--- config.mk ---
export PLATFORM = sky130hd
export DESIGN_NAME = pew_host
export DESIGN_NICKNAME = d
export VERILOG_FILES = /design/src/logic/pew_pkg.sv /design/src/logic/pew_bus_cycle.sv /design/src/logic/pew_host.sv
export SDC_FILE = /design/constraint.sdc
export NUM_CORES = 1
export LEC_CHECK = 0
export ABC_AREA = 1
export BUFFER_PORTS_ARGS = -buffer_cell sky130_fd_sc_hd__buf_4
export CELL_PAD_IN_SITES_DETAIL_PLACEMENT = 1
export CELL_PAD_IN_SITES_GLOBAL_PLACEMENT = 2
export CORE_AREA = 2 2 177 179
export DETAILED_ROUTE_END_ITERATION = 8
export DIE_AREA = 0 0 179 181
export PLACE_DENSITY_LB_ADDON = 0.1
export SLEW_MARGIN = 30
export SYNTH_ARGS = -nofsm -noshare
export SYNTH_HDL_FRONTEND = slang
export SYNTH_SLANG_ARGS = --single-unit
--- constraint.sdc ---
create_clock -name clk -period 2.5 [get_ports clk]
set_input_delay 0.25 -clock clk [delete_from_list [all_inputs] [get_ports clk]]
set_output_delay 0.25 -clock clk [all_outputs]
set_load 0.1 [all_outputs]
--- src/logic/pew_pkg.sv ---
package pew_pkg;
  // ---------------------------------------------------------------
  // Geometry
  // ---------------------------------------------------------------
  localparam int ADDR_W = 16;
  localparam int DATA_W = 8;
  localparam int PAGE_BYTES = 128;
  localparam int PAGE_LSB = 7;
  localparam int DQ_POLL_BIT = 7;
  localparam int DQ_TOGGLE_BIT = 6;
  localparam int SEQ_MAX = 6;
  localparam int UNLOCK_LEN = 3;
  localparam int RESET_LEN = 6;
  // ---------------------------------------------------------------
  // Timing
  // ---------------------------------------------------------------
  localparam int CLK_PERIOD_NS = 10;
  localparam int LOAD_WINDOW_NS = 100000;
  // Longest wait rounds down so the host never overruns the window
  localparam int LOAD_WINDOW_CYC = LOAD_WINDOW_NS / CLK_PERIOD_NS;
  localparam int WE_PULSE_MIN_NS = 10;
  // Least time rounds up; one extra cycle keeps well clear of the filter
  localparam int WE_PULSE_CYC = (WE_PULSE_MIN_NS + CLK_PERIOD_NS - 1) / CLK_PERIOD_NS + 1;
  localparam int SETUP_CYC = 2;
  localparam int READ_CYC = 16;
  localparam int POLL_LIMIT_NS = 10000000;
  localparam int POLL_LIMIT_CYC = POLL_LIMIT_NS / CLK_PERIOD_NS;
  // ---------------------------------------------------------------
  // Commands and carriers
  // ---------------------------------------------------------------
  typedef enum logic [1:0] {
    PEW_CMD_READ,
    PEW_CMD_WRITE,
    PEW_CMD_PROT_WRITE,
    PEW_CMD_PROT_RESET
  } pew_cmd_t;

  typedef struct packed {
    pew_cmd_t cmd;
    logic [ADDR_W-1:0] addr;
    logic [DATA_W-1:0] data;
    logic last;
  } pew_req_t;

  typedef struct packed {
    logic [ADDR_W-1:0] addr;
    logic [DATA_W-1:0] data;
  } pew_pair_t;

  typedef struct packed {
    logic device_select_n;
    logic output_drive_n;
    logic write_strobe_n;
    logic [ADDR_W-1:0] byte_address;
    logic [DATA_W-1:0] data_out;
    logic data_oe;
  } pew_pins_t;
endpackage

--- src/logic/pew_bus_cycle.sv ---
// Drives one strobe cycle on the pins: setup, active, release.
module pew_bus_cycle
  import pew_pkg::*;
#(
  parameter int ACTIVE_CYC = WE_PULSE_CYC
) (
  input wire logic clk,
  input wire logic sys_rst,
  input wire logic start,
  input wire logic is_write,
  input wire logic [ADDR_W-1:0] addr,
  input wire logic [DATA_W-1:0] wdata,
  input wire logic [DATA_W-1:0] data_in,
  output pew_pins_t pins,
  output logic [DATA_W-1:0] rdata,
  output logic done
);
  typedef enum logic [1:0] {PBC_IDLE, PBC_SETUP, PBC_ACT, PBC_HOLD} pbc_state_t;
  typedef struct packed {
    pbc_state_t st;
    logic [7:0] cnt;
    logic wr;
    pew_pins_t pins;
    logic [DATA_W-1:0] rdata;
    logic done;
  } pbc_s_t;
  pbc_s_t s_ff;
  pbc_s_t nxt_s;
  localparam logic [7:0] RD_LEN = 8'(READ_CYC);
  localparam logic [7:0] WR_LEN = 8'(ACTIVE_CYC);

  always_comb begin
    nxt_s = s_ff;
    nxt_s.done = 1'b0;
    unique case (s_ff.st)
      PBC_IDLE: begin
        if (start) begin
          nxt_s.st = PBC_SETUP;
          nxt_s.wr = is_write;
          nxt_s.cnt = 8'(SETUP_CYC);
          nxt_s.pins.byte_address = addr;
          nxt_s.pins.data_out = wdata;
          // Own drive only on writes; device drives data_io on reads
          nxt_s.pins.data_oe = is_write;
          nxt_s.pins.output_drive_n = is_write ? 1'b1 : 1'b0;
        end
      end
      PBC_SETUP: begin
        if (s_ff.cnt == 8'h00) begin
          nxt_s.st = PBC_ACT;
          // Address settles before select falls, together with the write strobe on writes
          nxt_s.pins.device_select_n = 1'b0;
          nxt_s.pins.write_strobe_n = !s_ff.wr;
          nxt_s.cnt = s_ff.wr ? WR_LEN : RD_LEN;
        end else begin
          nxt_s.cnt = s_ff.cnt - 8'h01;
        end
      end
      PBC_ACT: begin
        if (s_ff.cnt == 8'h00) begin
          nxt_s.st = PBC_HOLD;
          nxt_s.rdata = data_in;
          // Strobe pulse of several cycles clears the noise filter
          nxt_s.pins.write_strobe_n = 1'b1;
          nxt_s.pins.device_select_n = 1'b1;
          nxt_s.pins.output_drive_n = 1'b1;
        end else begin
          nxt_s.cnt = s_ff.cnt - 8'h01;
        end
      end
      PBC_HOLD: begin
        // Data held one more cycle past the strobe rise
        nxt_s.pins.data_oe = 1'b0;
        nxt_s.st = PBC_IDLE;
        nxt_s.done = 1'b1;
      end
      default: nxt_s.st = PBC_IDLE;
    endcase
  end

  always_ff @(posedge clk) begin
    if (sys_rst) begin
      s_ff <= '0;
      s_ff.pins.device_select_n <= 1'b1;
      s_ff.pins.output_drive_n <= 1'b1;
      s_ff.pins.write_strobe_n <= 1'b1;
    end else begin
      s_ff <= nxt_s;
    end
  end

  assign pins = s_ff.pins;
  assign rdata = s_ff.rdata;
  assign done = s_ff.done;

  AST_NO_CONTENTION: assert property (@(posedge clk) disable iff (sys_rst)
    !s_ff.pins.output_drive_n |-> !s_ff.pins.data_oe)
    else $error("host drives data during read");
  AST_WRITE_NEEDS_OE_HIGH: assert property (@(posedge clk) disable iff (sys_rst)
    !s_ff.pins.write_strobe_n |-> s_ff.pins.output_drive_n && !s_ff.pins.device_select_n)
    else $error("write strobe without proper enables");
  AST_DATA_HELD_AT_RISE: assert property (@(posedge clk) disable iff (sys_rst)
    $rose(s_ff.pins.write_strobe_n) |-> s_ff.pins.data_oe)
    else $error("data released before strobe rise");
  AST_PULSE_WIDTH: assert property (@(posedge clk) disable iff (sys_rst)
    $fell(s_ff.pins.write_strobe_n) |-> !s_ff.pins.write_strobe_n [*2])
    else $error("write pulse too short");
endmodule // pew_bus_cycle

--- src/logic/pew_host.sv ---
// Behaviour
// - Read while select and output drive low
// - Write needs select, strobe low, drive high
// - Page write loads one to 128 bytes
// - Keep address bits 15..7 within page
// - Next load within 100 us of last
// - Protected: unlock before every write
// - Six-write sequence clears protection
module pew_host
  import pew_pkg::*;
#(
  parameter int LOAD_WINDOW = LOAD_WINDOW_CYC,
  parameter int POLL_LIMIT = POLL_LIMIT_CYC,
  parameter int PAGE_MAX = PAGE_BYTES,
  parameter pew_pair_t UNLOCK_SEQ [UNLOCK_LEN] = '{'{16'h5555, 8'haa},
    '{16'h2aaa, 8'h55}, '{16'h5555, 8'ha0}},
  parameter pew_pair_t RESET_SEQ [RESET_LEN] = '{'{16'h5555, 8'haa},
    '{16'h2aaa, 8'h55}, '{16'h5555, 8'h80}, '{16'h5555, 8'haa},
    '{16'h2aaa, 8'h55}, '{16'h5555, 8'h20}}
) (
  input wire logic clk,
  input wire logic sys_rst,
  input wire logic req_valid,
  input pew_req_t req,
  output logic req_ready,
  output logic rsp_valid,
  output logic [DATA_W-1:0] rsp_data,
  output logic rsp_timeout,
  output logic device_select_n,
  output logic output_drive_n,
  output logic write_strobe_n,
  output logic [ADDR_W-1:0] byte_address,
  output logic [DATA_W-1:0] data_io_out,
  output logic data_io_oe,
  input wire logic [DATA_W-1:0] data_io_in
);
  // ---------------------------------------------------------------
  // State
  // ---------------------------------------------------------------
  typedef enum logic [2:0] {
    PH_IDLE, PH_SEQ, PH_LOAD, PH_WAIT_REQ, PH_POLL_A, PH_POLL_B, PH_READ
  } ph_state_t;

  typedef struct packed {
    ph_state_t st;
    logic [$clog2(SEQ_MAX+1)-1:0] seq_idx;
    logic [$clog2(SEQ_MAX+1)-1:0] seq_len;
    logic is_reset;
    logic [31:0] gap;
    logic [31:0] poll_cnt;
    logic [ADDR_W-1:0] page_addr;
    logic [7:0] loaded;
    logic [DATA_W-1:0] last_data;
    logic [DATA_W-1:0] tog_prev;
    logic cyc_busy;
    pew_req_t cur;
    logic req_ready;
    logic rsp_valid;
    logic [DATA_W-1:0] rsp_data;
    logic rsp_timeout;
  } ph_s_t;

  ph_s_t s_ff;
  ph_s_t nxt_s;
  logic cyc_start;
  logic cyc_write;
  logic [ADDR_W-1:0] cyc_addr;
  logic [DATA_W-1:0] cyc_wdata;
  pew_pins_t cyc_pins;
  logic [DATA_W-1:0] cyc_rdata;
  logic cyc_done;

  // Sequence step lookup, used for both unlock and reset
  function automatic pew_pair_t seq_pair(input logic rst_seq, input int idx);
    pew_pair_t p;
    p = '0;
    if (rst_seq) begin
      p = RESET_SEQ[idx];
    end else if (idx < UNLOCK_LEN) begin
      // Index left over from a reset sequence must not run off the table
      p = UNLOCK_SEQ[idx];
    end
    return p;
  endfunction

  // Page pinning: upper address bits follow the first byte
  function automatic logic [ADDR_W-1:0] pin_page(input logic [ADDR_W-1:0] first,
    input logic [ADDR_W-1:0] a);
    return {first[ADDR_W-1:PAGE_LSB], a[PAGE_LSB-1:0]};
  endfunction

  // ---------------------------------------------------------------
  // Sequencer
  // ---------------------------------------------------------------
  always_comb begin
    pew_pair_t p;
    p = seq_pair(s_ff.is_reset, int'(s_ff.seq_idx));
    nxt_s = s_ff;
    nxt_s.rsp_valid = 1'b0;
    cyc_start = 1'b0;
    cyc_write = 1'b0;
    cyc_addr = s_ff.cur.addr;
    cyc_wdata = s_ff.cur.data;
    if (cyc_done) nxt_s.cyc_busy = 1'b0;
    unique case (s_ff.st)
      PH_IDLE: begin
        nxt_s.req_ready = 1'b1;
        if (req_valid && s_ff.req_ready) begin
          nxt_s.req_ready = 1'b0;
          nxt_s.cur = req;
          nxt_s.seq_idx = '0;
          nxt_s.loaded = 8'h00;
          nxt_s.page_addr = req.addr;
          nxt_s.rsp_timeout = 1'b0;
          unique case (req.cmd)
            PEW_CMD_READ: nxt_s.st = PH_READ;
            PEW_CMD_WRITE: nxt_s.st = PH_LOAD;
            PEW_CMD_PROT_WRITE: begin
              nxt_s.st = PH_SEQ;
              nxt_s.is_reset = 1'b0;
              nxt_s.seq_len = 3'(UNLOCK_LEN);
            end
            PEW_CMD_PROT_RESET: begin
              nxt_s.st = PH_SEQ;
              nxt_s.is_reset = 1'b1;
              nxt_s.seq_len = 3'(RESET_LEN);
            end
          endcase
        end
      end
      PH_SEQ: begin
        // Sequence is not broken by other traffic, per device note
        if (!s_ff.cyc_busy && !cyc_done) begin
          cyc_start = 1'b1;
          cyc_write = 1'b1;
          cyc_addr = p.addr;
          cyc_wdata = p.data;
          nxt_s.cyc_busy = 1'b1;
        end else if (cyc_done) begin
          nxt_s.gap = '0;
          if (s_ff.seq_idx == s_ff.seq_len - 3'd1) begin
            nxt_s.st = s_ff.is_reset ? PH_POLL_A : PH_LOAD;
            nxt_s.last_data = p.data;
            nxt_s.page_addr = p.addr;
          end else begin
            nxt_s.seq_idx = s_ff.seq_idx + 3'd1;
          end
        end
      end
      PH_LOAD: begin
        nxt_s.gap = s_ff.gap + 32'd1;
        if (!s_ff.cyc_busy && !cyc_done) begin
          cyc_start = 1'b1;
          cyc_write = 1'b1;
          cyc_addr = (s_ff.loaded == 8'h00) ? s_ff.cur.addr
            : pin_page(s_ff.page_addr, s_ff.cur.addr);
          nxt_s.cyc_busy = 1'b1;
          nxt_s.gap = '0;
          if (s_ff.loaded == 8'h00) nxt_s.page_addr = s_ff.cur.addr;
        end else if (cyc_done) begin
          nxt_s.loaded = s_ff.loaded + 8'h01;
          nxt_s.last_data = s_ff.cur.data;
          // Poll address must be the pinned one the device really stored
          nxt_s.page_addr = pin_page(s_ff.page_addr, s_ff.cur.addr);
          if (s_ff.cur.last || (s_ff.loaded + 8'h01 == 8'(PAGE_MAX))) begin
            // Last byte loaded; start polling right away instead of waiting out the window
            nxt_s.st = PH_POLL_A;
          end else begin
            nxt_s.st = PH_WAIT_REQ;
            nxt_s.req_ready = 1'b1;
          end
        end
      end
      PH_WAIT_REQ: begin
        nxt_s.gap = s_ff.gap + 32'd1;
        if (req_valid && s_ff.req_ready) begin
          nxt_s.req_ready = 1'b0;
          nxt_s.cur = req;
          nxt_s.st = PH_LOAD;
        end else if (s_ff.gap + 32'(2*SETUP_CYC + 2) >= 32'(LOAD_WINDOW)) begin
          // Too late to fit another load; page is closed by the device
          nxt_s.req_ready = 1'b0;
          nxt_s.st = PH_POLL_A;
        end
      end
      PH_POLL_A, PH_POLL_B: begin
        // Poll the last written address until bit 6 stops toggling and, except after a reset, bit 7 matches last_data
        nxt_s.poll_cnt = s_ff.poll_cnt + 32'd1;
        if (!s_ff.cyc_busy && !cyc_done) begin
          cyc_start = 1'b1;
          cyc_addr = s_ff.page_addr;
          nxt_s.cyc_busy = 1'b1;
        end else if (cyc_done) begin
          nxt_s.tog_prev = cyc_rdata;
          if (s_ff.st == PH_POLL_B
              && cyc_rdata[DQ_TOGGLE_BIT] == s_ff.tog_prev[DQ_TOGGLE_BIT]
              && (s_ff.is_reset
                  || cyc_rdata[DQ_POLL_BIT] == s_ff.last_data[DQ_POLL_BIT])) begin
            nxt_s.st = PH_IDLE;
            nxt_s.rsp_valid = 1'b1;
            nxt_s.rsp_data = cyc_rdata;
            nxt_s.poll_cnt = '0;
            nxt_s.is_reset = 1'b0;
          end else if (s_ff.poll_cnt >= 32'(POLL_LIMIT)) begin
            // Device never finished; report and give up
            nxt_s.st = PH_IDLE;
            nxt_s.rsp_valid = 1'b1;
            nxt_s.rsp_timeout = 1'b1;
            nxt_s.rsp_data = cyc_rdata;
            nxt_s.poll_cnt = '0;
          end else begin
            nxt_s.st = PH_POLL_B;
          end
        end
      end
      PH_READ: begin
        if (!s_ff.cyc_busy && !cyc_done) begin
          cyc_start = 1'b1;
          nxt_s.cyc_busy = 1'b1;
        end else if (cyc_done) begin
          nxt_s.st = PH_IDLE;
          nxt_s.rsp_valid = 1'b1;
          nxt_s.rsp_data = cyc_rdata;
        end
      end
      default: nxt_s.st = PH_IDLE;
    endcase
  end

  always_ff @(posedge clk) begin
    if (sys_rst) begin
      s_ff <= '0;
    end else begin
      s_ff <= nxt_s;
    end
  end

  // ---------------------------------------------------------------
  // Pin driver
  // ---------------------------------------------------------------
  pew_bus_cycle #(.ACTIVE_CYC(WE_PULSE_CYC)) u_cycle (
    .clk(clk),
    .sys_rst(sys_rst),
    .start(cyc_start),
    .is_write(cyc_write),
    .addr(cyc_addr),
    .wdata(cyc_wdata),
    .data_in(data_io_in),
    .pins(cyc_pins),
    .rdata(cyc_rdata),
    .done(cyc_done)
  );

  assign device_select_n = cyc_pins.device_select_n;
  assign output_drive_n = cyc_pins.output_drive_n;
  assign write_strobe_n = cyc_pins.write_strobe_n;
  assign byte_address = cyc_pins.byte_address;
  assign data_io_out = cyc_pins.data_out;
  assign data_io_oe = cyc_pins.data_oe;
  assign req_ready = s_ff.req_ready;
  assign rsp_valid = s_ff.rsp_valid;
  assign rsp_data = s_ff.rsp_data;
  assign rsp_timeout = s_ff.rsp_timeout;

  // ---------------------------------------------------------------
  // Checks
  // ---------------------------------------------------------------
  AST_LOAD_IN_WINDOW: assert property (@(posedge clk) disable iff (sys_rst)
    s_ff.st == PH_WAIT_REQ |-> s_ff.gap < 32'(LOAD_WINDOW))
    else $error("byte load window exceeded");
  AST_PAGE_PINNED: assert property (@(posedge clk) disable iff (sys_rst)
    cyc_start && s_ff.st == PH_LOAD && s_ff.loaded != 8'h00
    |-> cyc_addr[ADDR_W-1:PAGE_LSB] == s_ff.page_addr[ADDR_W-1:PAGE_LSB])
    else $error("page address changed within a page");
  AST_PAGE_LIMIT: assert property (@(posedge clk) disable iff (sys_rst)
    s_ff.loaded <= 8'(PAGE_MAX))
    else $error("page over 128 bytes");
  AST_NO_WRITE_WHILE_POLL: assert property (@(posedge clk) disable iff (sys_rst)
    (s_ff.st == PH_POLL_A || s_ff.st == PH_POLL_B) |-> !cyc_write)
    else $error("write issued during programming");
  AST_POLL_BOUNDED: assert property (@(posedge clk) disable iff (sys_rst)
    s_ff.poll_cnt <= 32'(POLL_LIMIT) + 32'd64)
    else $error("poll ran past limit");
  AST_RSP_ENDS_POLL: assert property (@(posedge clk) disable iff (sys_rst)
    s_ff.st == PH_POLL_B && nxt_s.st == PH_IDLE |=> rsp_valid && req_ready == 1'b0)
    else $error("poll end without response");
  AST_SEQ_LEN: assert property (@(posedge clk) disable iff (sys_rst)
    s_ff.st == PH_SEQ |-> s_ff.seq_idx < s_ff.seq_len)
    else $error("sequence index overrun");
  AST_READ_DRIVE: assert property (@(posedge clk) disable iff (sys_rst)
    !output_drive_n |-> !data_io_oe && write_strobe_n)
    else $error("write inhibit violated");

  COV_READ: cover property (@(posedge clk) s_ff.st == PH_READ && cyc_done);
  COV_PAGE: cover property (@(posedge clk) s_ff.loaded == 8'h02);
  COV_UNLOCK: cover property (@(posedge clk) s_ff.st == PH_SEQ && !s_ff.is_reset && cyc_done);
  COV_RESET: cover property (@(posedge clk) s_ff.is_reset && s_ff.st == PH_POLL_B);
endmodule // pew_host

Yosys cells after proc, flatten, opt, wreduce, memory -nomap -nowiden
Memories as Yosys holds them, arrays and structs flattened.
Cells that the tools add are included.
Storage, ports and cells
  register bits: 198
  bits in read-only memories: 192
  memories: 1
Cells by class
  add/subtract/negate cells: 7
  $lt $le $gt $ge: 5
  eq/ne operators: 43
  mux-type cells: 105
  bitwise operators: 2
  reductions and logical operators: 53
Memory list
  (name not given): depth 8, bits a word 24, read ports 1, clocked after Yosys merged registers in 0, write ports 0, RTL line pew_host.sv:78  | p = RESET_SEQ[idx];
Operators with widths (count)
  2-to-1 mux 32 bit: 7
  2-to-1 mux 24 bit: 7
  2-to-1 mux 16 bit: 10
  one-hot mux 16 bit (3 select lines): 2
  one-hot mux 32 bit (3 select lines): 1
  adder 32 x 1 -> 32 bit, second input constant: 2
  2-to-1 mux 8 bit: 7
  one-hot mux 25 bit (2 select lines): 1
  binary-select mux 24 bit (select 2 bit): 1
  2-to-1 mux 3 bit: 15
  2-to-1 mux 10 bit: 4
  adder 32 x 3 -> 32 bit, second input constant: 1
  greater-or-equal comparator 32 x 14 -> 1 bit, second input constant: 1
  greater-or-equal comparator 32 x 20 -> 1 bit, second input constant: 1
  greater-or-equal comparator 32 x 3 -> 1 bit, second input constant: 1
  greater-or-equal comparator 32 x 4 -> 1 bit, second input constant: 1
  inequality test 2 bit, second input constant: 16
  NOT 3 -> 32 bit: 1
  one-hot mux 8 bit (2 select lines): 2
  2-to-1 mux 9 bit: 3
  2-to-1 mux 26 bit: 1
  2-to-1 mux 25 bit: 1
  one-hot mux 8 bit (3 select lines): 1
  AND reduction 3 bit: 8
  other kinds (48): 120

Logic depth before layout (Yosys ltp)
Gate-level depths: netlist of the first run.
  depth after elaboration: 10
  gate-level depth with buffers: 16
  gate-level depth less buffers: 16

By module
Synthesis of the first run repeated with hierarchy kept, for this count alone.
Second synthesis, totals
  cells, all modules: 1547
  area, all modules: 10407.5 µm²
By module, submodules not included
  pew_host: instances 1, cells each 1241, area an instance 8076.5 µm²
  pew_bus_cycle: instances 1, cells each 306, area an instance 2331.0 µm²

Worst setup path before layout of the first run
Ideal clock, no wire load.
  path type: register to register
  start: register s_ff, in the netlist req_ready
  end: register s_ff[70] (netlist bit)
  arrival time: 2170 ps
  data required time: 2430 ps
  path slack: 261 ps
  stages on the path, launching flop included: 12
  path buffers: 1
  clock period less this slack: 2239 ps
  cell sequence: dfxtp_1 > nand2_1 > inv_1 > nor2_1 > inv_1 > nand2_1 > nor2_1 > nand2_1 > inv_1 > buf_4 > o21ai_0 > a21oi_1
On the way
  word-level cells in the longest chain between the ends: 3
RTL lines
  from (decl): RTL line pew_host.sv:63  | ph_s_t s_ff;
  from (signal assigned): RTL line pew_host.sv:234  | s_ff <= nxt_s;
  logical AND 1 bit: RTL line pew_host.sv:108  | if (req_valid && s_ff.req_ready) begin
  inequality test 2 bit (no line)
  AND reduction 7 bit (no line)
Every way passes these cells.
A chain may end at the register's enable or synchronous reset.

Worst setup path in the final report of the first run
  start: register s_ff[124] (netlist bit)
  end: register s_ff[152] (netlist bit)
On the way
  word-level cells in the longest chain between the ends: 4
RTL lines
  adder 32 x 3 -> 32 bit: RTL line pew_host.sv:180  | end else if (s_ff.gap + 32'(2*SETUP_CYC + 2) >= 32'(LOAD_WINDOW)) begin
  greater-or-equal comparator 32 x 14 -> 1 bit: RTL line pew_host.sv:180
  inequality test 3 bit (no line)
  AND reduction 11 bit (no line)
Every way passes these cells.

==> run metrics, run 1 <==
Final Hold Fails=0; largest net degree at the start of global routing=38; FMAX=0.4374 GHz; total of max-cap violations=0; Net Count, Synth=1608; worst path buffer plus inverter count=2; initial antenna violation count=0; Slew @ Worst Pin=0.5485 ns; Die ar.=32400 sq um; row cnt=64; CTS Buf Count=17; Clock Sinks=185; global route overflow=0; PwrDens=between 900 and 1000 nW/um^2; multi-input gate area in the final layout=5494 sq um; Worst R2R Start=s_ff[124]$_SDFFE_PP0P_; via/cell ratio=4.972; gr usage total=21.24%; drt first pass iters=5; CP cell instances=nand2_1, nor2_2, nand2_1, nor2_4, nand2_1, nand2_1, inv_1, nor2_1, nand3_1, inv_1, nor2_1, nand2_1, nand3_1, nand2_1, nor2_1; Post-DP HPWL=25470 um; Clock Tree Root=clkbuf_16; Post-Syn Instances=approximately 1500; Worst-path clk slew=0.07 ns; maximum vdd drop=0.6197 mV; Post-Synthesis Cell Area=10280 sq um; Req. time, crit path=2.85 ns; Slowest cell on crit path=dfxtp_1; gpl congestion=0.8068; vias in the first global route=10350; synth cell count leaders=nand2_1 (342), nor2_1 (226), dfxtp_1 (185); CP top delay family=simple AND/OR/NAND/NOR gates; Crit path arrival time=2.64 ns; Netlist cell types=50; slew margin rel.=about 63%; asr flop ratio synth=0%; Worst path max stage delay=0.43 ns; Final TNS setup=0 ns; DR DRC count=0; Worst Setup End Kind=flop; EDFF count, synth=0; Yosys top cell area share=36.04%; hold path cells=3; antenna-violating nets left=0; Worst Hold Class=in -> reg; layout cells sized above 1=14.17%; Core ar.=30350 sq um; area leader, netlist=dfxtp_1; # nets final=between 1500 and 2000; ys flop type=dfxtp_1; Ports=77; most frequent cell after synthesis=nand2_1; Bufs on Longest Clock Path=2; max-slew violations=0; Post-Route WL=about 34000 um; P&R area growth vs syn=18.27%; flop2flop setup slack=0.21 ns; worst r2r path cells=15; CP most frequent cell=nand2_1; Initial Utilization=33.86%; final worst-path cycle share=91.46%; Die W=between 150 and 200 um; fill count=3909; hold_ws=0.02107 ns; Seq cells post-synth=185; Wirelength per Cell=16.36 um; min Tclk post-route=roughly 2.3 ns; Max Fanout on Critical Path=7; Vias=10220; r2r endpoint=s_ff[152]$_SDFFE_PP0P_; Port Buf Inserts=76; clk_skew=approximately 0.013 ns; yosys warns=0; DIE HEIGHT=181 um; startpoint of the worst hold path=data_io_in[2]; Setup crit start kind=flop; static leakage=5.136 nW; storage element area=roughly 3700 sq um; final setup margin=0.2136 ns; Iteration-0 DRC Markers=486; final setup fails=0; status=finished, final reports clean; DP Worst Slack=about 0.16 ns; RSZ-0062 raised after global routing=false; Synth Area per Inst=6.635 sq um; Worst Hold Endpoint=u_cycle.rdata[2]$_SDFFE_PP0P_; Crit Path Class=reg -> reg; Seq/Total Area, Yosys=36.04%; n_diodes=0; CTS tree=built; CTS H-Tree Depth=4; largest cells by area after synthesis=dfxtp_1 (36%), nand2_1 (12%), nor2_1 (8.3%), inv_1 (6.6%), o21ai_0 (6.2%); first-pass GRT wire length=54440 um; clock latency on the worst-skew pair=roughly 0.46 ns
[registers in the layout, summed over array words and instances (netlist names)]
register	flops
u_cycle.rdata	8
u_cycle.s_ff	11
s_ff	126
rsp_valid	1
rsp_data	8
u_cycle.pins	28
u_cycle.done	1
req_ready	1
rsp_timeout	1
[worst max path at each step]
stage	startpoint	to	cells past startpoint
3_5_place_dp	s_ff[125]$_SDFFE_PP0P_	s_ff[152]$_SDFFE_PP0P_	15
4_1_cts	s_ff[125]$_SDFFE_PP0P_	s_ff[152]$_SDFFE_PP0P_	15
5_1_grt	s_ff[120]$_SDFFE_PP0P_	s_ff[152]$_SDFFE_PP0P_	15
2_1_floorplan	req_ready$_SDFFE_PP0P_	s_ff[70]$_SDFFE_PP0P_	11
3_3_place_gp	s_ff[152]$_SDFFE_PP0P_	u_cycle.pins[1]$_SDFFE_PP0P_	12
6_report	s_ff[124]$_SDFFE_PP0P_	s_ff[152]$_SDFFE_PP0P_	15
[what timing repair did]
action,CTS,global route
hold buffers,5,0
hold endpoints to repair,5,0
setup buffers,0,1
gates resized for setup,0,13
setup endpoints to repair,0,26
[power by group]
group / switching [mW] / internal, mW / total, mW
Clock: 1.36 / 1.57 / 2.93
Combinational: 3.30 / 1.34 / 4.64
Sequential: 0.331 / 3.43 / 3.76
[worst register-to-register path, delay by kind of cell (launching register included)]
kind,cells,cell delay (ns)
and+or+nand+nor,13,1.63
DFF,1,0.43
buffers and inverters,2,0.14
[per-layer routing]
layer,routed length (um),global-route usage (%),up-vias,share of wire [%]
li1,-,-,5206,-
met1,16150,27.80,4878,48
met2,16240,36.43,107,48
met3,903,3.725,27,2.7
met4,321,4.260,0,0.95
met5,0,0,-,0
[per-stage QoR]
stage / area [sq um] / power (mW) / instances / util [%]
after floorplan: 10280 / 7.159 / 1549 / -
after global placement: 11450 / 8.402 / 2017 / 37.72
after detailed placement: 11450 / 8.462 / 2017 / 37.72
after CTS: 12110 / 11.46 / 2054 / 39.89
after global routing: 12160 / 12.11 / 2055 / 40.05
final: 12160 / 11.32 / 2055 / 40.05
[kinds of logic (layout without fill, tap and decap cells)]
logic type               after synthesis  count (layout)  synth area share (%)
AND/OR/NAND/NOR                      763             763                 32.57
AO/OA/AOI/OAI                        300             300                 16.30
buffers and inverters                260             370                 10.84
flip-flops                           185             185                 36.04
adder cells (fa/ha/maj)               21              21                 2.557
XOR/XNOR                              20              20                 1.704
[layout by cell type (no fill, tap or decap), types with 3 or more instances in the layout]
| cell type | n |
|---|---|
| nand2_1 | 341 |
| nor2_1 | 223 |
| dfxtp_1 | 183 |
| inv_1 | 178 |
| buf_4 | 140 |
| o21ai_0 | 127 |
| a21oi_1 | 97 |
| nand3_1 | 89 |
| nor3_1 | 24 |
| nand4_1 | 23 |
| ha_1 | 21 |
| xor2_1 | 17 |
| clkbuf_16 | 17 |
| nor2_2 | 15 |
| a31oi_1 | 14 |
| o211ai_1 | 13 |
| a211oi_1 | 11 |
| nor2_4 | 10 |
| nand2_2 | 8 |
| o22ai_1 | 8 |
| nor4_1 | 8 |
| inv_2 | 7 |
| a221oi_1 | 6 |
| o21a_1 | 5 |
| dlygate4sd3_1 | 5 |
| clkinv_1 | 4 |
| a41oi_1 | 4 |
| nand2_4 | 4 |
| nor3_2 | 4 |
| inv_6 | 4 |
| inv_8 | 4 |
| xnor2_1 | 3 |
| clkinvlp_4 | 3 |
| o21ai_1 | 3 |
| nor3b_1 | 3 |
[layout make-up]
cell class,count,share of cell area [%]
clock buffers,20,3.757
flip-flops and latches,185,30.49
inverters,192,6.001
well taps,396,4.076
multi-input cells,1104,45.20
repair buffers,146,9.223
clock inverters,12,1.256
(Power assumes the default switching activity.)
==> run 2, diff against run 1 <==
--- a/config.mk
+++ b/config.mk
@@ -5,14 +5,13 @@
 export SDC_FILE = /design/constraint.sdc
 export NUM_CORES = 1
 export LEC_CHECK = 0
-export ABC_AREA = 1
 export BUFFER_PORTS_ARGS = -buffer_cell sky130_fd_sc_hd__buf_4
 export CELL_PAD_IN_SITES_DETAIL_PLACEMENT = 1
 export CELL_PAD_IN_SITES_GLOBAL_PLACEMENT = 2
-export CORE_AREA = 2 2 177 179
+export CORE_AREA = 2 2 166 168
 export DETAILED_ROUTE_END_ITERATION = 8
-export DIE_AREA = 0 0 179 181
-export PLACE_DENSITY_LB_ADDON = 0.1
+export DIE_AREA = 0 0 168 170
+export PLACE_DENSITY = 0.8
 export SLEW_MARGIN = 30
 export SYNTH_ARGS = -nofsm -noshare
 export SYNTH_HDL_FRONTEND = slang
==> run 2 against run 1 <==
- critical path depth is 6 lower
- the run now ends with negative setup slack left
- global-route usage is 1.8 points lower
- sequential cell count stayed put
- total power is 5.0% lower
==> run metrics, run 2 <==
Iteration-0 DRC Markers=319 (-34%); Yosys top cell area share=39.14% (+3.1 points); status=finished, violations left; clk_skew=0.02041 ns (+0.007707 ns); max reg flops=126 (unchanged); vias in the first global route=9048 (-13%); Worst-path clk slew=0.08 ns (about the same); via/cell ratio=5.248 (+5.5%); maximum vdd drop=0.6136 mV (-0.98%); Crit path arrival time=2.88 ns (+0.24 ns); clock latency on the worst-skew pair=0.43 ns (-0.03 ns); Seq/Total Area, Yosys=39.14% (+3.1 points); final setup margin=-0.09610 ns (-0.3097 ns); Post-Route WL=27150 um (-19%); slew margin rel.=60.82% (-2.6 points); most frequent cell after synthesis=dfxtp_1; gr usage total=19.42% (-1.8 points); max-slew violations=0 (unchanged); largest cells by area after synthesis=dfxtp_1 (39%), nor2_1 (7.0%), nand2_1 (6.3%), a21oi_1 (6.1%), xor2_1 (4.6%); P&R area growth vs syn=21.67%; Post-Synthesis Cell Area=9463 sq um (-7.9%); Clock Tree Root=clkbuf_16; Net Count, Synth=1262 (-22%); initial antenna violation count=0 (unchanged); ys flop type=dfxtp_1; hold path cells=3 (unchanged); Vias=8727 (-15%); Netlist cell types=72 (+44%); Worst Hold Endpoint=s_ff[14]$_SDFFE_PP0P_; Slew @ Worst Pin=0.5729 ns (+0.02435 ns); EDFF count, synth=0 (unchanged); PwrDens=934.7 nW/um^2 (+0.32%); layout cells sized above 1=20.95% (+6.8 points); min Tclk post-route=2.596 ns (+0.3097 ns); Post-DP HPWL=19570 um (-23%); synth cell count leaders=dfxtp_1 (185), nor2_1 (177), nand2_1 (159); commonest cells after routing, fill and taps aside=buf_4 (190), nor2_1 (176), dfxtp_1 (175); commonest non-fill, non-tap cell in the layout=buf_4; dpl cell area=10820 sq um (-5.5%); DP Worst Slack=-0.1507 ns (-0.3097 ns); final worst-path cycle share=103.8% (+12 points); Die ar.=28560 sq um (-12%); Core ar.=26650 sq um (-12%); Post-Syn Instances=1203 (-22%); Setup crit start kind=flop; CTS H-Tree Depth=4 (unchanged); r2r endpoint=s_ff[152]$_SDFFE_PP0P_; Largest regs=s_ff x126, u_cycle.pins x28, u_cycle.s_ff x11; Worst R2R Start=s_ff[114]$_SDFFE_PP0P_; largest net degree at the start of global routing=49 (+29%); Worst Setup End Kind=flop; flop2flop setup slack=-0.1 ns (-0.31 ns); asr flop ratio synth=0% (unchanged); Port Buf Inserts=76 (unchanged); startpoint of the worst hold path=req[3]; RSZ-0062 raised after global routing=true; Bufs on Longest Clock Path=2 (unchanged); Initial Utilization=35.51% (+1.6 points); total of max-cap violations=0 (unchanged); Synth Area per Inst=7.866 sq um (+19%); Die W=168 um (-6.1%); global route overflow=0 (unchanged); yosys warns=0 (unchanged); Req. time, crit path=2.78 ns (-0.07 ns); row cnt=60 (-6.3%); DR DRC count=0 (unchanged); Final Hold Fails=0 (unchanged); multi-input gate area in the final layout=5220 sq um (-5.0%); Worst Hold Class=in -> reg; failing checks=negative setup slack; # nets final=1368 (-20%); drt first pass iters=4 (-1); DIE HEIGHT=170 um (-6.1%); Clock Sinks=185 (unchanged); storage element area=3716 sq um (+0.27%); first-pass GRT wire length=45430 um (-17%); Max Fanout on Critical Path=6 (-1); antenna-violating nets left=0 (unchanged); Seq cells post-synth=185 (unchanged); worst r2r path cells=9 (-6); CTS tree=built; area leader, netlist=dfxtp_1; hold_ws=0.05290 ns (+0.03182 ns); FMAX=0.3852 GHz (-12%); fill count=3177 (-19%); cell area after layout=11510 sq um (-5.3%); Ports=77 (unchanged); Biggest register=s_ff; Crit Path Class=reg -> reg; CTS Buf Count=17 (unchanged); Wirelength per Cell=16.33 um (-0.19%); final setup fails=4 (+4); n_diodes=0 (unchanged); static leakage=4.545 nW (-12%); gpl congestion=0.8262 (+2.4%)
-- run 2: cell families (layout without fill, tap and decap cells) --
| logic type | count (synthesis) | after routing | share of synthesized area (%) |
|---|---|---|---|
| flops | 185 | 185 | 39.14 |
| buf+inv | 131 | 250 | 6.809 |
| mux | 18 | 18 | 1.930 |
| simple gates | 513 | 513 | 25.23 |
| compound gates | 255 | 255 | 16.71 |
| xor+xnor | 80 | 80 | 7.404 |
| fa+ha+maj | 21 | 21 | 2.777 |
-- run 2: power by group --
part,total [mW],internal (mW),switching (mW)
combinational,4.38,1.45,2.93
sequential,3.68,3.37,0.310
clock,2.71,1.37,1.34
-- run 2: routing by layer --
layer	GRT usage, %	share of wire, %
met5	0	0
met4	5.860	1.5
met3	2.535	2.7
met2	34.57	49
met1	24.49	47
-- run 2: cell type report --
type / instances / share of cell area, %
Clock buffer: 18 / 3.814
Inverter: 26 / 0.8476
Tap cell: 341 / 3.706
Clock inverter: 14 / 1.358
Sequential cell: 185 / 32.28
Multi-Input combinational cell: 887 / 45.34
Timing Repair Buffer: 192 / 12.66
-- run 2: worst max-delay path by stage --
| stage | cells past startpoint | to | startpoint | slack [ns] |
|---|---|---|---|---|
| after floorplan | 10 | s_ff[152]$_SDFFE_PP0P_ | s_ff[112]$_SDFFE_PP0P_ | 0.005 |
| after CTS | 9 | s_ff[152]$_SDFFE_PP0P_ | s_ff[114]$_SDFFE_PP0P_ | -0.06 |
| after detailed placement | 9 | s_ff[152]$_SDFFE_PP0P_ | s_ff[112]$_SDFFE_PP0P_ | -0.15 |
| after global placement | 9 | s_ff[152]$_SDFFE_PP0P_ | s_ff[112]$_SDFFE_PP0P_ | -0.12 |
| after global routing | 9 | req_ready$_SDFFE_PP0P_ | s_ff[114]$_SDFFE_PP0P_ | -0.28 |
| final | 9 | s_ff[152]$_SDFFE_PP0P_ | s_ff[114]$_SDFFE_PP0P_ | -0.1 |
-- run 2: critical path, cell delays in order (launching register included) --
cell     delay, ns
dfxtp_2       0.34
buf_6         0.09
nand4_1       0.07
buf_4         0.16
nor4_4        0.43
a31oi_1       0.15
or4_4         0.44
or4_4         0.59
a21oi_2       0.14
nor3_1        0.05
-- run 2: stage by stage --
step / power (mW) / utilization, % / cells / TNS [ns]
2_1_floorplan: 6.792 / - / 1203 / 0
4_1_cts: 10.84 / 43.03 / 1663 / -0.1950
3_3_place_gp: 7.976 / 40.59 / 1628 / -0.3879
5_1_grt: 11.46 / 43.20 / 1663 / -1.093
6_report: 10.76 / 43.20 / 1663 / -0.3384
3_5_place_dp: 8.059 / 40.59 / 1628 / -0.4995
-- run 2: repair_timing --
action	in CTS	in global routing
pin swaps	10	3
setup endpoints to repair	4	30
hold buffers	0	0
setup buffers	3	0
resized for setup	16	11
==> run 3, diff against run 2 <==
--- a/config.mk
+++ b/config.mk
@@ -11,6 +11,7 @@
 export CORE_AREA = 2 2 166 168
 export DETAILED_ROUTE_END_ITERATION = 8
 export DIE_AREA = 0 0 168 170
+export HOLD_SLACK_MARGIN = 0.1
 export PLACE_DENSITY = 0.8
 export SLEW_MARGIN = 30
 export SYNTH_ARGS = -nofsm -noshare
==> run 3 against run 2 <==
- the run still ends with negative setup slack left
- clock power is essentially flat
- worst hold slack improved by 0.077 ns
- critical path depth is the same
- final cell count is 2.0% higher
- maximum frequency decreased by 0.24%
- highest routed layer unchanged
==> run metrics, run 3 (synthesis gave the netlist of run 2 again) <==
status=finished, violations left; failing checks=negative setup slack; Wirelength per Cell=16.23 um (-0.59%); CTS tree=built; Iteration-0 DRC Markers=298 (-6.6%); vias in the first global route=9199 (+1.7%); CP cell instances=buf_6, nand4_1, buf_4, nor4_4, a31oi_1, or4_4, or4_4, a21oi_2, nor3_1; CP most frequent cell=or4_4; n_diodes=0 (unchanged); Crit Path Class=reg -> reg; Top Usage Layer GRT=met2; commonest cells after routing, fill and taps aside=buf_4 (190), nor2_1 (176), dfxtp_1 (175); hold path cells=2 (-1); Worst Setup End Kind=flop; Ports=77 (unchanged); slew margin rel.=61.34% (+0.52 points); Slowest cell on crit path=or4_4; post-route insts no fill=1696 (+2.0%); max-slew violations=0 (unchanged); sw frac=42.47% (-0.079 points); Die ar.=28560 sq um (unchanged); Biggest register=s_ff; WP depth=9 (unchanged); power share of the clock group=25.1% (about the same); drt first pass iters=4 (unchanged); CTS Buf Count=17 (unchanged); initial antenna violation count=0 (unchanged); Initial Utilization=35.51% (unchanged); Slew @ Worst Pin=0.5653 ns (-0.007596 ns); Req. time, crit path=2.78 ns (about the same); hold_ws=0.1298 ns (+0.07686 ns); final worst-path cycle share=104.1% (+0.24 points); # nets final=1401 (+2.4%); Worst Hold Class=in -> reg; DR DRC count=0 (unchanged); clock latency on the worst-skew pair=0.44 ns (about the same); Bufs on Longest Clock Path=2 (unchanged); Setup crit start kind=flop; Die W=168 um (unchanged); static leakage=4.683 nW (+3.0%); sequential share of power=34.0% (-0.2 points); Final TNS setup=-0.3656 ns (-0.02719 ns); RSZ-0062 raised after global routing=true; P&R area growth vs syn=25.16%; Post-DP HPWL=19570 um (unchanged); Largest regs=s_ff x126, u_cycle.pins x28, u_cycle.s_ff x11; CP top delay family=simple AND/OR/NAND/NOR gates; row cnt=60 (unchanged); gr usage total=19.70% (+0.28 points); worst path buffer plus inverter count=2 (unchanged); Worst-path clk slew=0.08 ns (about the same); gpl congestion=0.8262 (unchanged); met2 Usage GRT=35.34% (+0.77 points); met1 usage=24.67% (+0.17 points); Power Internal=6.216 mW (+0.54%); commonest non-fill, non-tap cell in the layout=buf_4; DIE HEIGHT=170 um (unchanged); Vias=8881 (+1.8%); Crit path arrival time=2.88 ns (about the same); Comb power frac=40.9% (+0.2 points); min Tclk post-route=2.602 ns (+0.006122 ns); maximum vdd drop=0.6138 mV (about the same); Port Buf Inserts=76 (unchanged); met3 global-route usage=2.558% (+0.023 points); layout cells sized above 1=20.44% (-0.51 points); Max Fanout on Critical Path=6 (unchanged); largest net degree at the start of global routing=49 (unchanged); Worst path max stage delay=0.59 ns (about the same); Clock Tree Root=clkbuf_16; via/cell ratio=5.236 (-0.22%); Core ar.=26650 sq um (unchanged); clk_skew=0.02129 ns (+0.0008741 ns); global route overflow=0 (unchanged); final setup fails=4 (unchanged); total of max-cap violations=0 (unchanged); Clock Sinks=185 (unchanged); Post-Route WL=27530 um (+1.4%); first-pass GRT wire length=46090 um (+1.5%); Cells after DPL=1628 (unchanged); worst r2r path cells=9 (unchanged); max reg flops=126 (unchanged); final setup margin=-0.1022 ns (-0.006122 ns); fill count=3154 (-0.72%); PwrDens=912.2 nW/um^2 (-2.4%); Net Sw Power=4.588 mW (+0.21%); CTS H-Tree Depth=4 (unchanged); Final Hold Fails=0 (unchanged); FMAX=0.3843 GHz (-0.24%); antenna-violating nets left=0 (unchanged)
-- run 3: cell count changes in the layout (fill, tap and decap cells not counted), sizes merged --
cell         delta
dlygate4sd3    +33
-- run 3: cell type report --
class                           count  area, sq um  area share [%]
Multi-Input combinational cell    887         5220           44.07
Inverter                           26        97.59          0.8240
Sequential cell                   185         3716           31.38
Clock inverter                     14        156.4           1.321
Tap cell                          341        426.7           3.602
Clock buffer                       18        439.2           3.708
Timing Repair Buffer              225         1788           15.10
-- run 3: power groups by stage --
stage	Combinational (mW)	Sequential, mW	Clock (mW)
6_report	4.42	3.68	2.71
5_1_grt	4.86	3.74	2.91
4_1_cts	4.42	3.67	2.79
3_5_place_dp	4.33	3.73	0
3_3_place_gp	4.26	3.72	0
2_1_floorplan	2.99	3.80	0
-- run 3: final timing paths --
path / from / endpoint / slack [ns]
min reg2reg: u_cycle.rdata[3]$_SDFFE_PP0P_ / u_cycle.rdata[3]$_SDFFE_PP0P_ / 0.46
max reg2reg: s_ff[114]$_SDFFE_PP0P_ / s_ff[152]$_SDFFE_PP0P_ / -0.10
min: sys_rst / s_ff[29]$_SDFFE_PP0P_ / 0.13
max: s_ff[114]$_SDFFE_PP0P_ / s_ff[152]$_SDFFE_PP0P_ / -0.10
-- run 3: stage by stage --
step / utilization [%] / instance area [sq um] / setup WS (ns) / total power [mW]
2_1_floorplan: - / 9492 / 0.004914 / 6.792
3_3_place_gp: 40.59 / 10820 / -0.1208 / 7.976
3_5_place_dp: 40.59 / 10820 / -0.1507 / 8.059
4_1_cts: 44.27 / 11800 / -0.06040 / 10.88
5_1_grt: 44.44 / 11840 / -0.2844 / 11.50
6_report: 44.44 / 11840 / -0.1022 / 10.80
-- run 3: repair_timing --
| action | in CTS | in global routing |
|---|---|---|
| hold buffers | 33 | 0 |
| endpoints found under the setup margin | 4 | 30 |
| hold endpoints to repair | 33 | 0 |
| buffers inserted | 3 | 0 |
| cloned | 0 | 0 |
| pin swaps | 10 | 3 |
| resized for setup | 16 | 11 |
-- run 3: routing by layer --
layer,part of all wire (%),vias to the layer above
li1,-,4412
met1,47,4339
met2,49,96
met3,2.4,34
met4,1.7,0
met5,0,-
